==> src/rtl/cpac_map.vh <==
`ifndef CPAC_MAP_VH
`define CPAC_MAP_VH

// Register indices on the configuration port.
`define CPAC_ADDR_PUMP 6'h09
`define CPAC_ADDR_CAL 6'h0A

// Reset values.
`define CPAC_RST_PUMP 24'h403264
`define CPAC_RST_CAL 24'h002205

// Charge pump register fields.
`define CPAC_PUMP_SINK_LSB 0
`define CPAC_PUMP_SINK_MSB 6
`define CPAC_PUMP_SOURCE_LSB 7
`define CPAC_PUMP_SOURCE_MSB 13
`define CPAC_PUMP_OFFSET_LSB 14
`define CPAC_PUMP_OFFSET_MSB 20
`define CPAC_PUMP_OFS_SRC_BIT 21
`define CPAC_PUMP_OFS_SNK_BIT 22
`define CPAC_PUMP_HIGH_BIT 23

// Calibration register fields.
`define CPAC_CAL_LEN_LSB 0
`define CPAC_CAL_LEN_MSB 2
`define CPAC_CAL_RSVD_LSB 3
`define CPAC_CAL_RSVD_MSB 9
`define CPAC_CAL_FORCE_BIT 10
`define CPAC_CAL_BYPASS_BIT 11
`define CPAC_CAL_BLOCK_BIT 12
`define CPAC_CAL_CLKSEL_LSB 13
`define CPAC_CAL_CLKSEL_MSB 14

// Current steps in microamps.
`define CPAC_MAIN_STEP_UA 12'h014
`define CPAC_OFFSET_STEP_UA 12'h005

// Calibration clock division ratios minus one, per select code.
`define CPAC_DIV0_TERM 5'h00
`define CPAC_DIV1_TERM 5'h03
`define CPAC_DIV2_TERM 5'h0F
`define CPAC_DIV3_TERM 5'h1F

`endif

==> src/rtl/cpac_aux_div.v <==
`timescale 1ns/10ps
`include "cpac_map.vh"

// Produces a one-cycle tick at the reference rate divided by 1, 4, 16 or 32.
module cpac_aux_div (
    input wire ref_clk,
    input wire rst,
    input wire [1:0] divSel,
    output wire auxTick
);

    reg [4:0] divCnt_r;
    reg [4:0] divCnt_nxt;
    reg [4:0] term;

    always @* begin
        case (divSel)
            2'h0: term = `CPAC_DIV0_TERM;
            2'h1: term = `CPAC_DIV1_TERM;
            2'h2: term = `CPAC_DIV2_TERM;
            default: term = `CPAC_DIV3_TERM;
        endcase
    end

    // A lowered ratio while the count is above it restarts the count at once.
    assign auxTick = (divCnt_r >= term);

    always @* begin
        if (auxTick) begin
            divCnt_nxt = 5'h00;
        end else begin
            divCnt_nxt = divCnt_r + 5'h01;
        end
    end

    always @(posedge ref_clk or posedge rst) begin
        if (rst) begin
            divCnt_r <= 5'h00;
        end else begin
            divCnt_r <= divCnt_nxt;
        end
    end

endmodule // cpac_aux_div

==> src/rtl/cpac_config_regs.v <==
`timescale 1ns/10ps
`include "cpac_map.vh"

// Behaviour
// - Sink current code, bits 6:0, 20 uA steps.
// - Source current code, bits 13:7, reset 100.
// - Offset current code, bits 20:14, 5 uA.
// - Bit 23 selects high current pump mode.
// - Charge pump register resets to 0x403264.
// - Measurement lasts two to the code reference divider pulses.
// - Force bit applies stored capacitor selection.
// - Bypass bit skips oscillator autocalibration.
// - Block bit suppresses internal oscillator transfers.
// - Clock select divides reference by 1/4/16/32.
// - Calibration register resets 0x002205; host programs 0x002047.
module cpac_config_regs #(
    parameter ADDR_W = 6,
    parameter CAPS_W = 8,
    parameter LINK_W = 16
) (
    input wire ref_clk,
    input wire rst,
    input wire wrEn,
    input wire [ADDR_W-1:0] wrAddr,
    input wire [23:0] wrData,
    input wire rdEn,
    input wire [ADDR_W-1:0] rdAddr,
    output reg [23:0] rdData,
    output reg rdValid,
    output wire [6:0] pumpSinkCurrentCode,
    output wire [6:0] pumpSourceCurrentCode,
    output wire [6:0] pumpOffsetCurrentCode,
    output wire offsetSourceEnable,
    output wire offsetSinkEnable,
    output wire highCurrentPumpSelect,
    output reg [11:0] sinkCurrentUa,
    output reg [11:0] sourceCurrentUa,
    output reg [11:0] offsetCurrentUa,
    output wire [2:0] tuneMeasureLength,
    output wire forceStoredCaps,
    output wire calibrationBypass,
    output wire oscillatorLinkBlock,
    output wire [1:0] auxClkSelect,
    input wire calRequest,
    input wire refDivTick,
    input wire [CAPS_W-1:0] measuredCaps,
    input wire [CAPS_W-1:0] storedCaps,
    output reg [CAPS_W-1:0] capSelect,
    output wire calBusy,
    output reg calDone,
    input wire oscRegWrite,
    input wire [LINK_W-1:0] oscRegData,
    output reg linkClk,
    output reg linkData,
    output reg linkFrame,
    output wire linkBusy
);

    localparam CAL_IDLE = 2'h0;
    localparam CAL_SYNC = 2'h1;
    localparam CAL_MEASURE = 2'h2;
    localparam CAL_FINISH = 2'h3;

    reg [23:0] pumpReg_r;
    reg [23:0] calReg_r;
    reg [1:0] calState_r;
    reg [1:0] calState_nxt;
    reg [8:0] measCnt_r;
    reg [8:0] measCnt_nxt;
    reg [CAPS_W-1:0] calCaps_r;
    reg [LINK_W-1:0] linkShift_r;
    reg [7:0] linkBits_r;
    reg linkActive_r;
    wire auxTick;
    wire [8:0] measTarget;
    wire linkStart;
    wire pumpWrite;
    wire calWrite;

    // Scales a 7-bit current code by its step size in microamps.
    function [11:0] codeToUa;
        input [6:0] code;
        input [11:0] step;
        reg [18:0] prod;
        begin
            prod = {12'h000, code} * {7'h00, step};
            codeToUa = prod[11:0];
        end
    endfunction

    // True when a register index selects the given mapped register.
    function hitsReg;
        input [ADDR_W-1:0] addr;
        input [ADDR_W-1:0] index;
        begin
            hitsReg = (addr == index);
        end
    endfunction

    // Selects the stored word for a register index, zero when unmapped.
    function [23:0] readMux;
        input [ADDR_W-1:0] addr;
        input [23:0] pumpWord;
        input [23:0] calWord;
        begin
            if (hitsReg(addr, `CPAC_ADDR_PUMP)) begin
                readMux = pumpWord;
            end else if (hitsReg(addr, `CPAC_ADDR_CAL)) begin
                readMux = calWord;
            end else begin
                readMux = 24'h000000;
            end
        end
    endfunction

    // Write strobes per register; a write to any other index is ignored.
    assign pumpWrite = wrEn && hitsReg(wrAddr, `CPAC_ADDR_PUMP);
    assign calWrite = wrEn && hitsReg(wrAddr, `CPAC_ADDR_CAL);

    always @(posedge ref_clk or posedge rst) begin
        if (rst) begin
            pumpReg_r <= `CPAC_RST_PUMP;
        end else if (pumpWrite) begin
            pumpReg_r <= wrData;
        end
    end

    always @(posedge ref_clk or posedge rst) begin
        if (rst) begin
            calReg_r <= `CPAC_RST_CAL;
        end else if (calWrite) begin
            calReg_r <= wrData;
        end
    end

    // A read in the same cycle as a write returns the old word.
    // The read word is registered so that it lines up with rdValid.
    always @(posedge ref_clk or posedge rst) begin
        if (rst) begin
            rdData <= 24'h000000;
            rdValid <= 1'b0;
        end else begin
            rdValid <= rdEn;
            if (rdEn) begin
                rdData <= readMux(rdAddr, pumpReg_r, calReg_r);
            end
        end
    end

    // Field outputs are plain slices, so a write shows on them the next cycle.
    assign pumpSinkCurrentCode = pumpReg_r[`CPAC_PUMP_SINK_MSB:`CPAC_PUMP_SINK_LSB];
    assign pumpSourceCurrentCode = pumpReg_r[`CPAC_PUMP_SOURCE_MSB:`CPAC_PUMP_SOURCE_LSB];
    assign pumpOffsetCurrentCode = pumpReg_r[`CPAC_PUMP_OFFSET_MSB:`CPAC_PUMP_OFFSET_LSB];
    assign offsetSourceEnable = pumpReg_r[`CPAC_PUMP_OFS_SRC_BIT];
    assign offsetSinkEnable = pumpReg_r[`CPAC_PUMP_OFS_SNK_BIT];
    assign highCurrentPumpSelect = pumpReg_r[`CPAC_PUMP_HIGH_BIT];

    // The analog trim sees the currents in microamps, one cycle after the field outputs change.
    always @(posedge ref_clk or posedge rst) begin
        if (rst) begin
            sinkCurrentUa <= 12'h000;
            sourceCurrentUa <= 12'h000;
            offsetCurrentUa <= 12'h000;
        end else begin
            sinkCurrentUa <= codeToUa(pumpSinkCurrentCode, `CPAC_MAIN_STEP_UA);
            sourceCurrentUa <= codeToUa(pumpSourceCurrentCode, `CPAC_MAIN_STEP_UA);
            offsetCurrentUa <= codeToUa(pumpOffsetCurrentCode, `CPAC_OFFSET_STEP_UA);
        end
    end

    assign tuneMeasureLength = calReg_r[`CPAC_CAL_LEN_MSB:`CPAC_CAL_LEN_LSB];
    assign forceStoredCaps = calReg_r[`CPAC_CAL_FORCE_BIT];
    assign calibrationBypass = calReg_r[`CPAC_CAL_BYPASS_BIT];
    assign oscillatorLinkBlock = calReg_r[`CPAC_CAL_BLOCK_BIT];
    assign auxClkSelect = calReg_r[`CPAC_CAL_CLKSEL_MSB:`CPAC_CAL_CLKSEL_LSB];

    // Calibration and the oscillator link share one divided tick.
    cpac_aux_div uAuxDiv (
        .ref_clk(ref_clk),
        .rst(rst),
        .divSel(auxClkSelect),
        .auxTick(auxTick)
    );

    // The measurement spans 1 up to 128 reference divider pulses.
    assign measTarget = 9'h001 << tuneMeasureLength;
    // A new request is only taken while the state machine is idle.
    assign calBusy = (calState_r != CAL_IDLE);

    // The state machine leaves idle at once on a request without bypass and otherwise advances only on
    // calibration clock ticks; reference divider pulses are counted on every edge so none is missed.
    always @* begin
        calState_nxt = calState_r;
        measCnt_nxt = measCnt_r;
        case (calState_r)
            CAL_IDLE: begin
                measCnt_nxt = 9'h000;
                if (calRequest && !calibrationBypass) begin
                    calState_nxt = CAL_SYNC;
                end
            end
            CAL_SYNC: begin
                if (auxTick) begin
                    calState_nxt = CAL_MEASURE;
                end
            end
            CAL_MEASURE: begin
                if (refDivTick && measCnt_r < measTarget) begin
                    measCnt_nxt = measCnt_r + 9'h001;
                end
                if (auxTick && measCnt_r >= measTarget) begin
                    calState_nxt = CAL_FINISH;
                end
            end
            CAL_FINISH: begin
                if (auxTick) begin
                    calState_nxt = CAL_IDLE;
                end
            end
            default: begin
                calState_nxt = CAL_IDLE;
            end
        endcase
    end

    // The done pulse lasts one cycle, for a bypassed and a measured request alike.
    always @(posedge ref_clk or posedge rst) begin
        if (rst) begin
            calState_r <= CAL_IDLE;
            measCnt_r <= 9'h000;
            calCaps_r <= {CAPS_W{1'b0}};
            calDone <= 1'b0;
        end else begin
            calState_r <= calState_nxt;
            measCnt_r <= measCnt_nxt;
            calDone <= 1'b0;
            if (calState_r == CAL_IDLE && calRequest && calibrationBypass) begin
                calDone <= 1'b1;
            end
            if (calState_r == CAL_FINISH && auxTick) begin
                calCaps_r <= measuredCaps;
                calDone <= 1'b1;
            end
        end
    end

    // A forced selection follows storedCaps every cycle, so a new stored
    // setting reaches the oscillator one cycle after it appears.
    always @(posedge ref_clk or posedge rst) begin
        if (rst) begin
            capSelect <= {CAPS_W{1'b0}};
        end else if (forceStoredCaps) begin
            capSelect <= storedCaps;
        end else begin
            capSelect <= calCaps_r;
        end
    end

    // A write to the oscillator access register starts a transfer unless
    // blocked; a write arriving during a transfer is dropped.
    assign linkStart = oscRegWrite && !oscillatorLinkBlock && !linkActive_r;
    assign linkBusy = linkActive_r;

    always @(posedge ref_clk or posedge rst) begin
        if (rst) begin
            linkActive_r <= 1'b0;
            linkShift_r <= {LINK_W{1'b0}};
            linkBits_r <= 8'h00;
            linkClk <= 1'b0;
            linkData <= 1'b0;
            linkFrame <= 1'b0;
        end else if (linkStart) begin
            linkActive_r <= 1'b1;
            linkShift_r <= oscRegData;
            linkBits_r <= LINK_W[7:0];
            linkClk <= 1'b0;
            linkData <= oscRegData[LINK_W-1];
            linkFrame <= 1'b1;
        end else if (linkActive_r && auxTick) begin
            if (!linkClk) begin
                linkClk <= 1'b1;
            end else begin
                linkClk <= 1'b0;
                linkShift_r <= {linkShift_r[LINK_W-2:0], 1'b0};
                linkData <= linkShift_r[LINK_W-2];
                linkBits_r <= linkBits_r - 8'h01;
                // The last falling edge ends the frame and parks the data line low.
                if (linkBits_r == 8'h01) begin
                    linkActive_r <= 1'b0;
                    linkFrame <= 1'b0;
                    linkData <= 1'b0;
                end
            end
        end
    end

endmodule // cpac_config_regs

==> config.mk <==
export PLATFORM = sky130hd
export DESIGN_NAME = cpac_config_regs
export DESIGN_NICKNAME = d
export VERILOG_FILES = /design/src/rtl/cpac_aux_div.v /design/src/rtl/cpac_config_regs.v
export VERILOG_INCLUDE_DIRS = /design/src /design/src/rtl
export SDC_FILE = /design/constraint.sdc
export NUM_CORES = 1
export LEC_CHECK = 0
export ABC_AREA = 1
export BUFFER_PORTS_ARGS = -buffer_cell sky130_fd_sc_hd__buf_2
export CAP_MARGIN = 0
export CORE_MARGIN = 2
export CORE_UTILIZATION = 58
export CTS_CLUSTER_DIAMETER = 150
export DETAILED_ROUTE_END_ITERATION = 7
export HOLD_SLACK_MARGIN = 0.15
export PLACE_DENSITY_LB_ADDON = 0.1
export SYNTH_ARGS = -nofsm -noshare
export SYNTH_HDL_FRONTEND = slang
export SYNTH_HIERARCHICAL = 1
export SYNTH_SLANG_ARGS = --single-unit
==> constraint.sdc <==
create_clock -name ref_clk -period 9.2 [get_ports ref_clk]
set_clock_uncertainty 0.05 [all_clocks]
set_input_delay 0 -clock ref_clk [delete_from_list [all_inputs] [get_ports ref_clk]]
set_output_delay 0 -clock ref_clk [all_outputs]
set_load 0.005 [all_outputs]
==> metrics <==
met3 track demand over resource=roughly 6.3%; Setup-failing EPs final=0; area grow syn2layout=26.48%; Post-Synth Simple-Gate Area=between 10% and 20%; post-layout net count=approximately 1200; Resize count post-CTS=0; Post-Synth Adder-Cell Area=a little under 9%; Synth top cells by count=169 x nand2_1, 151 x dfrtp_1, 115 x inv_1; wire length of the first global-routing pass=about 29 mm; vias in the first global route=between 6000 and 7000; fraction of synthesized cell area in xor and xnor cells=about 2.3%; Post-synth ARST share=100.0%; hpwl dp=11.30 mm; Overall Global Routing Usage=25.45%; main combinational cell family by area after synthesis=simple AND/OR/NAND/NOR gates; fraction of the mapped netlist area in compound gates=approximately 13%; Highest Clock Rate=387.3 MHz; critical path startpoint category=flip-flop; Max Slew Vio Count=0; Worst Tran Pin Value=around 1.1 ns; sequential cell area=approximately 4100 um^2; path category of the worst min-delay check=in2async; die height=about 120 um; fillers=slightly below 1000; mux share of post-synthesis cell area=less than 1%; post-synthesis cell type count=40; cell types occupying the most area after synthesis=dfrtp_1 48%, ha_1 8.1%, nand2_1 8.1%; met2 capacity usage during global routing=around 44%; global route hottest layer=met2; CTS tree=built; horizontal die dimension=120.4 um; PD cells=221.9 nW/um^2; clock tree sinks=162; hold violation total from the final report=0; Max-Slew Margin vs Limit=around 28%; residual DRC count=0; wire length per cell=around 14 um; critical path endpoint category=flip-flop; final core occ=between 70% and 80%; synthesized area per cell=between 9 and 10 um^2; maximum buffer depth of the clock tree=2; area taken by multi-input logic gates=between 3000 and 4000 um^2; number of antenna violations at the first check in global routing=0; maximum number of pins on one net before global-route repair=86; grt total ovfl=0; total via count in the routed design=between 6000 and 7000; insertion delay of the later-clocked pin in the worst-skew pair=about 0.42 ns; fraction of layout cells with a size suffix above 1=between 20 and 25%; count of boundary I/O pins=182; RePlAce Congestion=between 0.8 and 0.9; CP Max Fanout=21; maximum vdd ir drop=approximately 0.16 mV; number of vias per cell=a little over 5; Yosys top cell area share=between 40% and 50%; ys flop type=dfrtp_1; biggest area consumer among synthesized cells=dfrtp_1; count of flip-flops with a built-in enable after synthesis=0; Setup Total Neg Slack=0 ns; Static Leak=~5.3 nW; Crit Path Class=reg2reg; result of the run=completed; first-pass iteration count of the detailed router=5; clock-pin slew reported for the worst setup and hold paths after clock tree synthesis=roughly 0.06 ns; number of antenna cells inserted=0; sequential area share after synthesis=roughly half; detailed-route wire length=approximately 18 mm; number of cells in the design after placement=1160; Initial DRC Count=between 300 and 400; global routing met1 resource utilization=31.97%; IO Port Bufs=around 180; starting density of the core=just under 60%; Setup Buffers After CTS=0; Hold WS=0.1701 ns; post-synthesis sequential element count=162; number of levels the H-tree was split into=4; most instantiated library cell after synthesis=nand2_1; worst path required time=9.49 ns; DRT antenna net count=0; post-synthesis instance total=around 840; clock period minus worst slack=~2.6 ns; area of the die=14490 um^2; Placement Rows=42; maxcap violations=0; non-filler cells in the finished layout=1252; total of warnings raised by yosys=6; CTS Root Buffer Type=clkbuf_16; core area=~13000 um^2; Crit path arrival time=approximately 2.9 ns; fraction of the cycle the final worst path needs=28.06%; setup repair after global routing missed its margin=no; total CTS buffers=17; post-synthesis instance area=7854 um^2
## state kept, by name, indices dropped and copies added, names as in the netlist, 2 cells and up
signal and cells:
calReg_r 24, uAuxDiv/divCnt_r 5, sinkCurrentUa 10, linkBits_r 8
offsetCurrentUa 10, calCaps_r 8, capSelect 8, measCnt_r 9
rdData 24, sourceCurrentUa 10, pumpReg_r 24, calState_r 2
linkShift_r 15
## kinds of logic after synthesis
group	after synthesis
other	1
AO/OA/AOI/OAI	173
multiplexers	6
adder cells (fa/ha/maj)	54
flip-flops	162
AND/OR/NAND/NOR	269
XOR/XNOR	21
buffers and inverters	158
## through the flow
step | power, mW | setup WS, ns | instance area [um^2]
3_3_place_gp | 1.462 | 6.707 | 8723
2_1_floorplan | 1.308 | 4.933 | 7873
4_1_cts | 2.212 | 6.606 | 9933
5_1_grt | 2.340 | 6.278 | 9933
3_5_place_dp | 1.478 | 6.615 | 8723
6_report | 2.204 | 6.618 | 9933
## critical path, cell delays in order, from the launching register on
cell and delay [ns]:
dfstp_2 0.55, nand2_1 0.06, ha_1 0.29, nand2_1 0.07, nor2_1 0.10, nand2_1 0.07, nand3_2 0.19, nand3_4 0.22
nand2_2 0.38, nand2_1 0.18, nor2_1 0.12, a21oi_1 0.07, nor3_1 0.16
## cells in the final DEF, fill, tap and decap left out, types with 4 or more instances in the layout
cell,synthesis,layout
buf_2,5,175
nand2_1,169,169
dfrtp_1,151,151
inv_1,115,114
o21ai_0,85,85
dlygate4sd3_1,0,61
ha_1,51,51
nor2_1,50,50
nand3_1,27,27
o21ai_1,23,23
o211ai_1,22,22
a21oi_1,20,20
xor2_1,19,19
clkbuf_16,0,17
dfstp_2,11,11
o21ai_2,8,8
conb_1,1,6
nor3_1,5,5
mux2_2,5,5
nand4_1,5,5
clkbuf_8,0,5
nand2_2,4,4
o21a_1,4,4
## final timing paths
| check | start | end | slack [ns] | depth (start not counted) |
|---|---|---|---|---|
| setup / recovery | calReg_r[13]$_DFFE_PP1P_ | linkBits_r[7]$_DFFE_PP0P_ | 6.62 | 12 |
| hold reg to reg | pumpReg_r[0]$_DFFE_PP0P_ | sinkCurrentUa[2]$_DFF_PP0_ | 0.42 | 0 |
| max in group asynchronous | rst | calReg_r[21]$_DFFE_PP0P_ | 7.43 | 4 |
| min in group ref_clk | wrAddr[1] | calReg_r[9]$_DFFE_PP1P_ | 0.19 | 5 |
| hold / removal | rst | calCaps_r[1]$_DFFE_PP0P_ | 0.17 | 3 |
| setup reg to reg | calReg_r[13]$_DFFE_PP1P_ | linkBits_r[7]$_DFFE_PP0P_ | 6.62 | 12 |
## final cells by class
| type | instances | area share (%) |
|---|---|---|
| inverter | 116 | 4.434 |
| clock buffer | 24 | 5.051 |
| sequential | 162 | 40.95 |
| tap | 176 | 2.217 |
| clock inverter | 7 | 0.9825 |
| multi-input combinational | 529 | 31.25 |
| timing repair buffer | 238 | 15.12 |
## report_power, final
group	internal, mW	switching (mW)	total (mW)
Sequential	0.854	0.0840	0.938
Clock	0.435	0.276	0.711
Combinational	0.226	0.329	0.555
## what timing repair did
item,CTS,global route
endpoints found under the hold margin,194,0
endpoints found under the setup margin,0,0
hold buffers,61,0
## layer usage
metal  share of wire [%]  up-vias
li1                    -     3166
met2                  50      162
met1                  43     2969
met4                 1.3        0
met5                   0        -
met3                 4.8       21
Note: power is estimated with default switching activity, not from simulation.
